===== config.mk =====
export PLATFORM = sky130hd
export DESIGN_NAME = dbgua_top
export DESIGN_NICKNAME = d
export VERILOG_FILES = /design/src/dbgua_pkg.sv /design/src/dbgua_baud.sv /design/src/dbgua_top.sv
export SDC_FILE = /design/constraint.sdc
export NUM_CORES = 1
export LEC_CHECK = 0
export ABC_CLOCK_PERIOD_IN_PS = 4800
export CORE_UTILIZATION = 45
export DETAILED_ROUTE_END_ITERATION = 10
export DONT_BUFFER_PORTS = 1
export GPL_TIMING_DRIVEN = 1
export PLACE_DENSITY = 0.58
export SYNTH_ARGS = -nofsm -noshare
export SYNTH_HDL_FRONTEND = slang
export SYNTH_SLANG_ARGS = --single-unit

===== constraint.sdc =====
create_clock -name ref_clk -period 4.8 [get_ports ref_clk]
set_input_delay 1.2 -clock ref_clk [delete_from_list [all_inputs] [get_ports ref_clk]]
set_output_delay 1.2 -clock ref_clk [all_outputs]
set_load 0.01 [all_outputs]

===== src/dbgua_pkg.sv =====
package dbgua_pkg;
  // ==========================================================
  // Register offsets (byte addresses)
  localparam logic [7:0] DBGUA_CTRL_OFS   = 8'h00;
  localparam logic [7:0] DBGUA_MODE_OFS   = 8'h04;
  localparam logic [7:0] DBGUA_STAT_OFS   = 8'h14;
  localparam logic [7:0] DBGUA_RHOLD_OFS  = 8'h18;
  localparam logic [7:0] DBGUA_THOLD_OFS  = 8'h1c;
  localparam logic [7:0] DBGUA_BAUD_OFS   = 8'h20;
  // ==========================================================
  // Control bit positions
  localparam int DBGUA_CR_RX_RESET  = 2;
  localparam int DBGUA_CR_TX_RESET  = 3;
  localparam int DBGUA_CR_RX_EN     = 4;
  localparam int DBGUA_CR_RX_DIS    = 5;
  localparam int DBGUA_CR_TX_EN     = 6;
  localparam int DBGUA_CR_TX_DIS    = 7;
  localparam int DBGUA_CR_STAT_CLR  = 8;
  // ==========================================================
  // Mode field and status bit positions
  localparam int DBGUA_MR_PAR_LSB   = 9;
  localparam int DBGUA_SR_RX_RDY    = 0;
  localparam int DBGUA_SR_TX_FREE   = 1;
  localparam int DBGUA_SR_OVERRUN   = 5;
  localparam int DBGUA_SR_FRAMING   = 6;
  localparam int DBGUA_SR_PAR_ERR   = 7;
  localparam int DBGUA_SR_TX_DONE   = 9;
  // ==========================================================
  // Parity select encodings
  localparam logic [2:0] DBGUA_PAR_EVEN  = 3'h0;
  localparam logic [2:0] DBGUA_PAR_ODD   = 3'h1;
  localparam logic [2:0] DBGUA_PAR_SPACE = 3'h2;
  localparam logic [2:0] DBGUA_PAR_MARK  = 3'h3;
  // ==========================================================
  // Timing in oversample ticks; register reset values and receiver states
  localparam logic [3:0] DBGUA_OVERSAMPLE = 4'hf;
  localparam logic [4:0] DBGUA_START_MIN  = 5'h07;
  localparam logic [4:0] DBGUA_FIRST_SMP  = 5'h18;
  localparam logic [4:0] DBGUA_BIT_SMP    = 5'h10;
  localparam logic [15:0] DBGUA_MODE_RST  = 16'h0000;
  localparam logic [15:0] DBGUA_BAUD_RST  = 16'h0000;
  typedef enum logic [1:0] {DBGUA_IDLE, DBGUA_START, DBGUA_DATA}
    dbgua_rx_t;
endpackage : dbgua_pkg


===== src/dbgua_baud.sv =====
`timescale 1ns/1ps
`default_nettype none
module dbgua_baud
  import dbgua_pkg::*;
(
  input  wire logic        ref_clk,
  input  wire logic        reset,
  input  wire logic        clk_en,
  input  wire logic [15:0] divisor,
  output logic             tick16
);
  // ==========================================================
  // Oversample tick: master clock divided by divisor
  logic [15:0] cnt_q;
  wire         stop_w = (divisor == 16'h0000);
  wire         wrap_w = (cnt_q >= divisor - 16'h0001);
  always_ff @(posedge ref_clk)
  begin
    if (reset || stop_w)
    begin
      cnt_q  <= 16'h0000;
      tick16 <= 1'b0;
    end
    else if (clk_en)
    begin
      cnt_q  <= wrap_w ? 16'h0000 : cnt_q + 16'h0001;
      tick16 <= wrap_w;
    end
  end
  // Divisor zero keeps the tick silent
  chk_baud_stop: assert property (@(posedge ref_clk) disable iff (reset)
    (divisor == 16'h0000) |=> !tick16)
    else $error("tick while divisor zero");
endmodule : dbgua_baud
`default_nettype wire


===== src/dbgua_top.sv =====
`timescale 1ns/1ps
`default_nettype none
module dbgua_top
  import dbgua_pkg::*;
(
  input  wire logic        ref_clk,
  input  wire logic        reset,
  input  wire logic        clk_en,
  input  wire logic [7:0]  avs_address,
  input  wire logic        avs_read,
  input  wire logic        avs_write,
  input  wire logic [31:0] avs_writedata,
  input  wire logic [3:0]  avs_byteenable,
  output logic [31:0]      avs_readdata,
  output logic             avs_waitrequest,
  input  wire logic        serial_in_pin,
  output logic             serial_out_pin
);
  // ==========================================================
  // Parity helper
  function automatic logic par_bit(input logic [7:0] d,
                                   input logic [2:0] sel);
    case (sel)
      DBGUA_PAR_EVEN:  par_bit = ^d;
      DBGUA_PAR_ODD:   par_bit = ~^d;
      DBGUA_PAR_SPACE: par_bit = 1'b0;
      DBGUA_PAR_MARK:  par_bit = 1'b1;
      default:         par_bit = 1'b0;
    endcase
  endfunction : par_bit

  // ==========================================================
  // Bus slave: one wait cycle, answer on the second edge
  logic        ack_q;
  logic [2:0]  par_sel_q;
  logic [15:0] baud_divisor_q;
  wire  req_w    = (avs_read || avs_write) && !ack_q;
  wire  wr_w     = avs_write && ack_q && clk_en;
  wire  rd_w     = avs_read && ack_q && clk_en;
  wire  cr_wr_w  = wr_w && (avs_address == DBGUA_CTRL_OFS);
  wire  thr_wr_w = wr_w && (avs_address == DBGUA_THOLD_OFS);
  wire  rhr_rd_w = rd_w && (avs_address == DBGUA_RHOLD_OFS);
  wire  [31:0] cmd_w = cr_wr_w ? avs_writedata : 32'h0000_0000;
  wire  rx_rst_w   = cmd_w[DBGUA_CR_RX_RESET];
  wire  tx_rst_w   = cmd_w[DBGUA_CR_TX_RESET];
  wire  stat_clr_w = cmd_w[DBGUA_CR_STAT_CLR];
  wire  par_on_w   = !par_sel_q[2];
  wire  tick16_w;

  always_ff @(posedge ref_clk)
  begin
    if (reset)
      ack_q <= 1'b0;
    else if (clk_en)
      ack_q <= req_w;
  end
  always_comb avs_waitrequest = (avs_read || avs_write) && !ack_q;

  always_ff @(posedge ref_clk)
  begin
    if (reset)
    begin
      par_sel_q      <= DBGUA_MODE_RST[2:0];
      baud_divisor_q <= DBGUA_BAUD_RST;
    end
    else if (wr_w && avs_address == DBGUA_MODE_OFS && avs_byteenable[1])
      par_sel_q <= avs_writedata[DBGUA_MR_PAR_LSB +: 3];
    else if (wr_w && avs_address == DBGUA_BAUD_OFS)
      baud_divisor_q <= avs_writedata[15:0];
  end

  // Shared oversample tick for both directions
  dbgua_baud u_baud (
    .ref_clk (ref_clk),
    .reset   (reset),
    .clk_en  (clk_en),
    .divisor (baud_divisor_q),
    .tick16  (tick16_w)
  );
  wire tick_w = tick16_w && clk_en;

  // ==========================================================
  // Receiver
  logic [2:0] sync_q;
  logic       rx_en_q;
  logic       rx_stop_q;
  dbgua_rx_t  rx_st_q;
  logic [4:0] rx_cnt_q;
  logic [3:0] rx_bit_q;
  logic [8:0] rx_sh_q;
  logic [7:0] rx_hold_q;
  logic       rx_rdy_q;
  logic       ovr_q;
  logic       fram_q;
  logic       parity_error_flag_q;
  always_ff @(posedge ref_clk)
  begin
    if (reset)
      sync_q <= 3'h7;
    else if (clk_en)
      sync_q <= {sync_q[1:0], serial_in_pin};
  end
  // Stages two and three must agree; absorbs a metastable edge
  wire rxd_lo_w = !sync_q[1] && !sync_q[2];
  wire rx_last_w = rx_bit_q == (par_on_w ? 4'h9 : 4'h8);
  wire rx_smp_w = tick_w && rx_st_q == DBGUA_DATA
                  && rx_cnt_q == 5'h00;
  wire rx_done_w = rx_smp_w && rx_last_w;
  wire par_bad_w = par_on_w &&
                   (par_bit(rx_sh_q[8:1], par_sel_q) != rx_sh_q[0]);

  always_ff @(posedge ref_clk)
  begin
    if (reset || rx_rst_w)
    begin
      rx_en_q   <= 1'b0;
      rx_stop_q <= 1'b0;
      rx_st_q   <= DBGUA_IDLE;
      rx_cnt_q  <= 5'h00;
      rx_bit_q  <= 4'h0;
      rx_sh_q   <= 9'h000;
    end
    else if (clk_en)
    begin
      if (cmd_w[DBGUA_CR_RX_DIS])
        rx_stop_q <= 1'b1;
      else if (cmd_w[DBGUA_CR_RX_EN])
      begin
        rx_en_q   <= 1'b1;
        rx_stop_q <= 1'b0;
      end
      if (rx_stop_q && rx_st_q == DBGUA_IDLE)
        rx_en_q <= 1'b0;
      case (rx_st_q)
        DBGUA_IDLE:
          if (tick_w && rx_en_q && !rx_stop_q && rxd_lo_w)
          begin
            rx_st_q  <= DBGUA_START;
            rx_cnt_q <= 5'h01;
          end
        DBGUA_START:
          if (tick_w)
          begin
            if (!rxd_lo_w)
              rx_st_q <= DBGUA_IDLE;
            else if (rx_cnt_q == DBGUA_START_MIN)
            begin
              rx_st_q  <= DBGUA_DATA;
              rx_cnt_q <= DBGUA_FIRST_SMP - DBGUA_START_MIN
                          - 5'h02;
              rx_bit_q <= 4'h0;
            end
            else
              rx_cnt_q <= rx_cnt_q + 5'h01;
          end
        DBGUA_DATA:
          if (tick_w)
          begin
            if (rx_cnt_q != 5'h00)
              rx_cnt_q <= rx_cnt_q - 5'h01;
            else
            begin
              rx_cnt_q <= DBGUA_BIT_SMP - 5'h01;
              rx_bit_q <= rx_bit_q + 4'h1;
              if (rx_bit_q < 4'h8)
                rx_sh_q <= {sync_q[2], rx_sh_q[8:1]};
              else if (rx_bit_q == 4'h8 && par_on_w)
                rx_sh_q <= {rx_sh_q[8:1], sync_q[2]};
              if (rx_last_w)
                rx_st_q <= DBGUA_IDLE;
            end
          end
        default: rx_st_q <= DBGUA_IDLE;
      endcase
    end
  end

  // Received data sits in rx_sh_q[8:1] with or without parity
  wire [7:0] rx_data_w = par_on_w ? rx_sh_q[8:1] : rx_sh_q[8:1];
  always_ff @(posedge ref_clk)
  begin
    if (reset)
    begin
      rx_hold_q <= 8'h00;
      rx_rdy_q  <= 1'b0;
      ovr_q     <= 1'b0;
      fram_q    <= 1'b0;
      parity_error_flag_q    <= 1'b0;
    end
    else if (clk_en)
    begin
      // Event set wins over simultaneous clear
      rx_rdy_q <= rx_done_w || (rx_rdy_q && !rhr_rd_w);
      if (rx_done_w)
        rx_hold_q <= rx_data_w;
      ovr_q  <= (rx_done_w && rx_rdy_q) || (ovr_q && !stat_clr_w);
      fram_q <= (rx_done_w && !sync_q[2])
                || (fram_q && !stat_clr_w);
      parity_error_flag_q <= (rx_done_w && par_bad_w)
                || (parity_error_flag_q && !stat_clr_w);
    end
  end

  // ==========================================================
  // Transmitter, no guard time between characters
  logic       tx_en_q;
  logic       tx_stop_q;
  logic [7:0] tx_hold_q;
  logic       tx_full_q;
  logic       tx_busy_q;
  logic [9:0] tx_sh_q;
  logic [3:0] tx_bits_q;
  logic [3:0] tx_div_q;
  // Divisor zero must not let a character start and pull the line low
  wire  tx_load_w = tx_en_q && tx_full_q && !tx_busy_q
                    && (baud_divisor_q != 16'h0000);
  wire  tx_bit_end_w = tick_w && tx_busy_q && tx_div_q == DBGUA_OVERSAMPLE;
  always_ff @(posedge ref_clk)
  begin
    if (reset || tx_rst_w)
    begin
      tx_en_q   <= 1'b0;
      tx_stop_q <= 1'b0;
      tx_full_q <= 1'b0;
      tx_hold_q <= 8'h00;
      tx_busy_q <= 1'b0;
      tx_sh_q   <= 10'h3ff;
      tx_bits_q <= 4'h0;
      tx_div_q  <= 4'h0;
    end
    else if (clk_en)
    begin
      if (cmd_w[DBGUA_CR_TX_DIS])
        tx_stop_q <= 1'b1;
      else if (cmd_w[DBGUA_CR_TX_EN])
      begin
        tx_en_q   <= 1'b1;
        tx_stop_q <= 1'b0;
      end
      if (tx_stop_q && !tx_busy_q && !tx_full_q)
        tx_en_q <= 1'b0;
      if (thr_wr_w && tx_en_q)
      begin
        tx_hold_q <= avs_writedata[7:0];
        tx_full_q <= 1'b1;
      end
      else if (tx_load_w)
        tx_full_q <= 1'b0;
      if (tx_load_w)
      begin
        tx_busy_q <= 1'b1;
        tx_div_q  <= 4'h0;
        tx_bits_q <= par_on_w ? 4'hb : 4'ha;
        tx_sh_q   <= {par_bit(tx_hold_q, par_sel_q) | !par_on_w,
                      tx_hold_q, 1'b0};
      end
      else if (tick_w && tx_busy_q)
      begin
        tx_div_q <= tx_div_q + 4'h1;
        if (tx_bit_end_w)
        begin
          tx_sh_q   <= {1'b1, tx_sh_q[9:1]};
          tx_bits_q <= tx_bits_q - 4'h1;
          if (tx_bits_q == 4'h1)
            tx_busy_q <= 1'b0;
        end
      end
    end
  end
  always_ff @(posedge ref_clk)
  begin
    if (reset)
      serial_out_pin <= 1'b1;
    else if (clk_en)
      serial_out_pin <= tx_busy_q ? tx_sh_q[0] : 1'b1;
  end

  // ==========================================================
  // Read data mux
  wire [31:0] stat_w = {22'h0,
    tx_en_q && !tx_full_q && !tx_busy_q, 1'b0,
    parity_error_flag_q, fram_q, ovr_q, 3'h0,
    tx_en_q && !tx_full_q, rx_rdy_q};
  wire [31:0] rd_mux_w =
    (avs_address == DBGUA_MODE_OFS)  ? {20'h0, par_sel_q, 9'h0} :
    (avs_address == DBGUA_STAT_OFS)  ? stat_w :
    (avs_address == DBGUA_RHOLD_OFS) ? {24'h0, rx_hold_q} :
    (avs_address == DBGUA_BAUD_OFS)  ? {16'h0, baud_divisor_q} :
                                       32'h0000_0000;
  always_ff @(posedge ref_clk)
  begin
    if (reset)
      avs_readdata <= 32'h0000_0000;
    else if (clk_en && req_w)
      avs_readdata <= avs_read ? rd_mux_w : 32'h0000_0000;
  end

  // ==========================================================
  // Checks
  chk_rx_ready_set: assert property (@(posedge ref_clk) disable iff (reset)
    rx_done_w && clk_en |=> rx_rdy_q)
    else $error("ready not set");
  chk_overrun_set: assert property (@(posedge ref_clk) disable iff (reset)
    rx_done_w && clk_en && rx_rdy_q |=> ovr_q)
    else $error("overrun missed");
  chk_overrun_hold: assert property (@(posedge ref_clk) disable iff (reset)
    ovr_q && !stat_clr_w |=> ovr_q)
    else $error("overrun dropped");
  chk_rx_idle_off: assert property (@(posedge ref_clk) disable iff (reset)
    !rx_en_q |=> rx_st_q == DBGUA_IDLE || $past(rx_st_q) != DBGUA_IDLE)
    else $error("receiver ran while off");
  chk_rx_reset_abort: assert property (@(posedge ref_clk)
    disable iff (reset) rx_rst_w |=> rx_st_q == DBGUA_IDLE && !rx_en_q)
    else $error("rx reset ignored");
  chk_tx_reset_stop: assert property (@(posedge ref_clk)
    disable iff (reset) tx_rst_w |=> !tx_busy_q ##1 serial_out_pin)
    else $error("tx reset ignored");
  chk_tx_idle_high: assert property (@(posedge ref_clk) disable iff (reset)
    !tx_busy_q && clk_en |=> serial_out_pin)
    else $error("line low while idle");
  chk_tx_start_low: assert property (@(posedge ref_clk) disable iff (reset)
    tx_load_w && clk_en |=> tx_busy_q && !tx_sh_q[0])
    else $error("no start bit");
  chk_framing_set: assert property (@(posedge ref_clk) disable iff (reset)
    rx_done_w && clk_en && !sync_q[2] |=> fram_q && rx_rdy_q)
    else $error("framing missed");
  cov_rx_char: cover property (@(posedge ref_clk) rx_done_w);
  cov_tx_char: cover property (@(posedge ref_clk)
    tx_busy_q ##1 !tx_busy_q);
  cov_overrun: cover property (@(posedge ref_clk) ovr_q);
endmodule : dbgua_top
`default_nettype wire


==> flow_metrics.py, run 1 <==
metrics = {
    "outcome": {
        "status": "finished clean",
    },
    "worst_setup_path": {
        "critPathBufInv": 1,
        "crit_arrival_ns": 4.25,
        "slowest_delay_ns": 0.45,
        "required_ns": 5.14,
        "r2r_setup_slack_ns": 0.89,
        "cp-start-kind": "flop",
        "crit_type": "flop to flop",
        "r2r_start": "baud_divisor_q[0]$_SDFFE_PP0P_",
        "path_max_fanout": 13,
        "crit_top_cell": "ha_1",
        "end_kind": "flop",
        "rr_worst_depth": 13,
        "worstPathCellList": "inv_1, ha_1, nor4b_1, nand2_1, or4_1, xor2_1, ha_1, o21ai_0, a21oi_1, a221o_1, a31oi_1, o21bai_1, nor2_1",
        "cp_slowest_cell": "nor4b_1",
        "regToRegEndpoint": "u_baud.cnt_q[11]$_SDFFE_PP0P_",
        "cp_top_family": "compound AO/OA/AOI/OAI gates",
    },
    "hold_path": {
        "min_path_cells": 2,
        "hold_class": "flop to flop",
        "hold_path_end": "sync_q[1]$_SDFFE_PP1P_",
        "hp-start": "sync_q[0]$_SDFFE_PP1P_",
    },
    "drt": {
        "drtAntennaViolNets": 0,
        "first_pass_iters": 7,
        "totalWireLength_mm": 15.0,
        "routedWlPerCell_um": 16.3,
        "avgViaCountPerCell": 5.59,
        "drtIter0Drc": 356,
        "post-route-drc-count": 0,
        "vias": 5152,
    },
    "synthesis": {
        "yosys-top-cells-area": "dfxtp_1, nor2_1, nand2_1",
        "netlist.top_cell.by_area": "dfxtp_1",
        "ys_seq_area_share_pct": 38.7,
        "avgSynthCellArea_um2": 8.40,
        "ys_types": 68,
        "netlist_area_um2": 6260,
        "synth-seq-cells": 121,
        "synth_cells": 746,
        "synthArstFlopShare_pct": 0,
        "yosysTopAreaCellShare_pct": 38.7,
        "yosys_warnings": 0,
        "synth_edf_count": 0,
        "ys.flop_type": "dfxtp_1",
    },
    "placement": {
        "io_buffers": 0,
        "dp_hpwl_mm": 10.9,
        "gp_congestion": 0.817,
    },
    "sta": {
        "fin_skew_ns": 0.00658,
        "slew_viol_final": 0,
        "worstMarginPinSlew_ns": 1.19,
        "period_needed_ns": 3.91,
        "relSlewSlack_pct": 20.2,
        "final_hold_viol_count": 0,
        "rsz0062_at_grt": "no",
        "fmax_ghz": 0.256,
        "min_period_over_period_pct": 81.5,
        "setup_violations": 0,
        "setup_tns_ns": 0,
    },
    "finish": {
        "filler_cell_count": 1281,
        "multi_input_area_um2": 3550,
        "final_cell_mix": "dfxtp_1, nor2_1, nand2_1",
        "num-nets-final": 815,
        "drive_gt1_share_pct": 6.85,
        "antenna_cells": 0,
        "synthToLayoutAreaGrowth_pct": 8.57,
        "layout_commonest_cell": "dfxtp_1",
        "final-seq-area_um2": 2420,
    },
    "cts": {
        "ctsResizeCount": 0,
        "cts_setup_buffers": 0,
        "cts_num_sinks": 121,
        "clk_latency_ns": 0.41,
        "holdBufCountCts": 0,
        "root_buffer": "clkbuf_16",
        "tritoncts": "done",
        "clock_path_buffers": 2,
        "cts-htree-levels": 4,
        "clk_pin_slew_worst_paths_ns": 0.05,
        "cts-buffers-inserted": 17,
    },
    "power": {
        "p_leak_uw": 0.00248,
        "powerDensity_nw_per_um2": 319,
        "finalPower_uw": 2170,
        "irDropWorstVdd_v": 0.000249,
    },
    "run": {
        "maxCapViolations": 0,
    },
    "global_routing": {
        "grt_overflow_total": 0,
        "grt_first_pass_wirelength_mm": 24.5,
        "grt_usage_pct": 21.9,
        "grt_max_degree": 49,
        "grt_pass1_vias": 4793,
        "antenna_found_initial": 0,
    },
    "die": {
        "die-width_um": 120,
        "dieHeight_um": 120,
        "die_area_um2": 14400,
        "core.rowCount": 42,
        "io_pins": 84,
        "start_util_pct": 46.8,
        "core_area_um2": 13400,
    },
}
kinds of logic after synthesis:
| group | after synthesis | share of synthesized area (%) |
|---|---|---|
| simple gates | 305 | 23.2 |
| compound gates | 132 | 12.9 |
| xor+xnor | 49 | 6.85 |
| mux | 42 | 6.91 |
| fa+ha+maj | 29 | 5.79 |
| other cells | 1 | 0.0599 |
| flops | 121 | 38.7 |
| buf+inv | 67 | 5.59 |
per-layer routing:
metal | track usage (%) | routed length (um) | vias to the layer above | part of all wire (%)
met5 | 0 | 0 | - | 0
met4 | 6.25 | 144 | 0 | 0.96
met3 | 6.99 | 883 | 12 | 5.9
met2 | 34.7 | 6960 | 143 | 46
met1 | 28.5 | 7000 | 2443 | 47
li1 | - | - | 2554 | -
cell usage after synthesis (2+ instances only):
master / instances
o2111ai_1: 2
a22o_1: 3
nor2_1: 106
a31oi_1: 6
inv_1: 21
nand2_1: 98
a22oi_1: 10
buf_2: 6
and3_1: 6
a211oi_1: 5
nor3_1: 14
nand4_1: 12
clkbuf_1: 16
or3_1: 6
clkbuf_8: 2
clkbuf_2: 2
and4_1: 2
o21a_1: 2
a32oi_1: 4
nand3_1: 17
o31ai_1: 2
xor2_1: 21
nand4b_1: 4
a21oi_1: 57
nor4_1: 6
and2_1: 2
ha_1: 29
nor4b_1: 3
o211ai_1: 2
nand3b_1: 3
buf_4: 17
dfxtp_1: 121
mux2_2: 10
nand2b_1: 6
a222oi_1: 2
o21ai_0: 25
nor2b_1: 5
o31a_1: 2
mux2i_1: 32
xnor2_1: 28
a221oi_1: 2
report_power, final:
| group | switching (uW) | leakage (uW) | internal (uW) | total [uW] |
|---|---|---|---|---|
| Combinational | 26.7 | 0.00126 | 7.11 | 33.8 |
| Clock | 435 | 0.000246 | 694 | 1130 |
| Sequential | 3.08 | 0.000975 | 1010 | 1010 |
| Total | 465 | 0.00248 | 1710 | 2170 |
worst max path at each step:
stage / from / end / slack, ns / cells past startpoint
floorplan: baud_divisor_q[2]$_SDFFE_PP0P_ / u_baud.cnt_q[10]$_SDFFE_PP0P_ / 1.43 / 13
global placement: baud_divisor_q[0]$_SDFFE_PP0P_ / u_baud.cnt_q[10]$_SDFFE_PP0P_ / 1.03 / 13
detailed placement: baud_divisor_q[0]$_SDFFE_PP0P_ / u_baud.cnt_q[6]$_SDFFE_PP0P_ / 0.95 / 13
CTS: baud_divisor_q[0]$_SDFFE_PP0P_ / u_baud.cnt_q[11]$_SDFFE_PP0P_ / 0.90 / 13
global route: baud_divisor_q[0]$_SDFFE_PP0P_ / u_baud.cnt_q[6]$_SDFFE_PP0P_ / 0.48 / 13
finish: baud_divisor_q[0]$_SDFFE_PP0P_ / u_baud.cnt_q[11]$_SDFFE_PP0P_ / 0.89 / 13
metrics by stage:
step | util (%) | area (um^2) | instances | hold slack, ns | setup slack, ns
2_1_floorplan | - | 6320 | 761 | 0.440 | 1.43
5_1_grt | 50.8 | 6800 | 921 | 0.487 | 0.483
6_report | 50.8 | 6800 | 921 | 0.467 | 0.890
3_5_place_dp | 46.9 | 6290 | 893 | 0.457 | 0.949
4_1_cts | 50.8 | 6800 | 921 | 0.471 | 0.903
3_3_place_gp | 46.9 | 6290 | 893 | 0.448 | 1.03
registers in the layout, indices dropped and copies added (netlist names), 2 cells and up:
signal and cells:
avs_readdata 16, baud_divisor_q 16, u_baud.cnt_q 16, tx_sh_q 10, rx_sh_q 9, rx_hold_q 8, tx_hold_q 8, rx_cnt_q 5
rx_bit_q 4, tx_bits_q 4, tx_div_q 4, par_sel_q 3, sync_q 3, rx_st_q 2
tightest hold or removal path, stage by stage (launching register included):
cell and delay [ns]:
dfxtp_1 0.32, mux2i_1 0.07, nand2_1 0.05
layout make-up:
type                       count  share of cell area [%]
clock buffer                  19                    6.36
clock inverter                 9                    1.20
inverter                      22                    1.21
multi-input combinational    573                    52.3
sequential                   121                    35.6
tap                          176                    3.24
timing repair buffer           1                   0.110
Power figures use the tool's default switching activity.
==> inputs of run 2 (changes only) <==
Settings changed: ABC_CLOCK_PERIOD_IN_PS 4800 to 3400, PLACE_DENSITY 0.58 to 0.6.
Clock period 4.8 ns to 3.4 ns, I/O delays scaled along.
==> flow_metrics.py, run 2 (same netlist as run 1, synthesis figures left out) <==
metrics = {
    "outcome": {
        "status": "finished clean",
    },
    "drt": {
        "first_pass_iters": 6,
        "avgViaCountPerCell": 5.63,
        "vias": 5308,
        "post-route-drc-count": 0,
        "totalWireLength_mm": 15.4,
        "drtIter0Drc": 397,
        "routedWlPerCell_um": 16.3,
        "drtAntennaViolNets": 0,
    },
    "global_routing": {
        "grt_usage_pct": 22.6,
        "grt_max_degree": 49,
        "grt_first_pass_wirelength_mm": 25.4,
        "grt_overflow_total": 0,
        "grt_pass1_vias": 5188,
        "antenna_found_initial": 0,
    },
    "finish": {
        "drive_gt1_share_pct": 10.2,
        "top_regs": "avs_readdata: 16 flops, baud_divisor_q: 16 flops, u_baud.cnt_q: 16 flops",
        "layout_commonest_cell": "dfxtp_1",
        "fin_util_pct": 53.0,
        "filler_cell_count": 1277,
        "final_cell_mix": "dfxtp_1, nor2_1, nand2_1",
        "synthToLayoutAreaGrowth_pct": 13.4,
        "antenna_cells": 0,
        "num-nets-final": 834,
        "multi_input_area_um2": 3600,
        "final-seq-area_um2": 2420,
    },
    "worst_setup_path": {
        "endpoint": "u_baud.cnt_q[1]$_SDFFE_PP0P_",
        "path_max_fanout": 5,
        "crit_type": "flop to flop",
        "critPathLaunch": "baud_divisor_q[0]$_SDFFE_PP0P_",
        "regToRegEndpoint": "u_baud.cnt_q[1]$_SDFFE_PP0P_",
        "crit_arrival_ns": 3.48,
        "required_ns": 3.73,
        "cp-start-kind": "flop",
        "rr_worst_depth": 14,
        "r2r_start": "baud_divisor_q[0]$_SDFFE_PP0P_",
        "r2r_setup_slack_ns": 0.25,
        "end_kind": "flop",
    },
    "power": {
        "p_switching_uw": 660,
        "p_int_uw": 2760,
        "clockPowerShare_pct": 56.9,
        "swShare_pct": 19.3,
        "irDropWorstVdd_v": 0.000346,
        "p_leak_uw": 0.00266,
        "seq_power_share_pct": 41.7,
        "p_comb_share_pct": 1.4,
        "powerDensity_nw_per_um2": 482,
    },
    "sta": {
        "worstMarginPinSlew_ns": 0.852,
        "relSlewSlack_pct": 43.0,
        "setup_tns_ns": 0,
        "setup_violations": 0,
        "slew_viol_final": 0,
        "fin_skew_ns": 0.00881,
        "final_hold_viol_count": 0,
        "min_period_over_period_pct": 92.5,
        "fmax_ghz": 0.318,
        "period_needed_ns": 3.15,
    },
    "die": {
        "start_util_pct": 46.8,
        "dieHeight_um": 120,
        "io_pins": 84,
        "die-width_um": 120,
        "core_area_um2": 13400,
        "core.rowCount": 42,
        "die_area_um2": 14400,
    },
    "cts": {
        "cts-htree-levels": 4,
        "tritoncts": "done",
        "clk_pin_slew_worst_paths_ns": 0.05,
        "cts_setup_buffers": 0,
        "cts_num_sinks": 121,
        "clk_latency_ns": 0.42,
        "cts-buffers-inserted": 17,
        "root_buffer": "clkbuf_16",
        "clock_path_buffers": 2,
    },
    "placement": {
        "gp_congestion": 0.864,
        "dp_hpwl_mm": 11.4,
        "io_buffers": 0,
    },
    "run": {
        "maxCapViolations": 0,
    },
    "hold_path": {
        "hold_class": "flop to flop",
    },
}
==> run 2: cell types whose count changed in the layout (fill, tap and decap cells not counted), moves of 2 or more <==
cell        before  now
buf_4            1   20
bufinv_16        1    5
clkinvlp_4       3    0
clkbuf_8         0    2
nor4_1           5    3
nor4_2           2    4
==> run 2: final cells by class <==
class                      count  share of cell area [%]
clock buffer                  22                    6.53
clock inverter                 9                    2.39
inverter                      22                    1.16
multi-input combinational    573                    50.6
sequential                   121                    34.1
tap                          176                    3.10
timing repair buffer          20                    2.11
==> run 2: what timing repair did <==
| action | 4_1_cts | 5_1_grt |
|---|---|---|
| pin swaps | 0 | 0 |
| hold buffers | 0 | 0 |
| gates resized for setup | 1 | 6 |
| setup endpoints to repair | 13 | 17 |
| hold endpoints to repair | 0 | 0 |
==> run 2: power groups by stage <==
| stage | logic, uW | registers, uW | clock network (uW) |
|---|---|---|---|
| 2_1_floorplan | 65.3 | 1450 | 0 |
| 3_3_place_gp | 48.4 | 1460 | 0 |
| 3_5_place_dp | 48.8 | 1460 | 0 |
| 4_1_cts | 49.2 | 1430 | 1980 |
| 5_1_grt | 55.6 | 1430 | 2050 |
| 6_report | 49.4 | 1430 | 1950 |
==> run 2: per-stage QoR <==
stage                     setup slack (ns)  cell area (um^2)  power (uW)  instances  hold WS, ns
final                                0.254              7110        3420        943        0.467
after global routing               -0.0192              7110        3530        943        0.481
after CTS                           0.0506              7070        3450        943        0.472
after detailed placement           -0.0642              6430        1500        912        0.459
after global placement             -0.0105              6430        1500        912        0.449
after floorplan                     0.0271              6320        1520        761        0.440
==> run 2: how the worst min path moves through the flow <==
stage	startpoint	end	slack (ns)	cells past startpoint
after floorplan	rx_en_q$_SDFFE_PP0P_	rx_en_q$_SDFFE_PP0P_	0.44	1
after global placement	rx_en_q$_SDFFE_PP0P_	rx_en_q$_SDFFE_PP0P_	0.45	1
after detailed placement	rx_en_q$_SDFFE_PP0P_	rx_en_q$_SDFFE_PP0P_	0.46	1
after CTS	rx_en_q$_SDFFE_PP0P_	rx_en_q$_SDFFE_PP0P_	0.47	1
after global routing	reset	baud_divisor_q[4]$_SDFFE_PP0P_	0.48	1
final	rx_en_q$_SDFFE_PP0P_	rx_en_q$_SDFFE_PP0P_	0.47	1
==> run 2: worst max-delay path: stages, from the launching register on <==
cell     delay (ns)
dfxtp_1        0.33
inv_1          0.11
ha_1           0.18
nor4b_4        0.23
nand2_1        0.10
or4_1          0.42
xor2_1         0.16
ha_1           0.29
o21ai_0        0.20
a21oi_1        0.10
a221o_1        0.31
a31oi_2        0.21
buf_4          0.17
nand3_1        0.08
a21oi_1        0.17
==> run 2: routing by layer <==
layer	vias to the layer above	track usage, %	routed length [um]	share of wire, %
li1	2588	-	-	-
met1	2537	29.1	7170	47
met2	166	35.8	7000	45
met3	17	7.13	1080	7.0
met4	0	6.48	155	1.0
met5	-	0	0	0
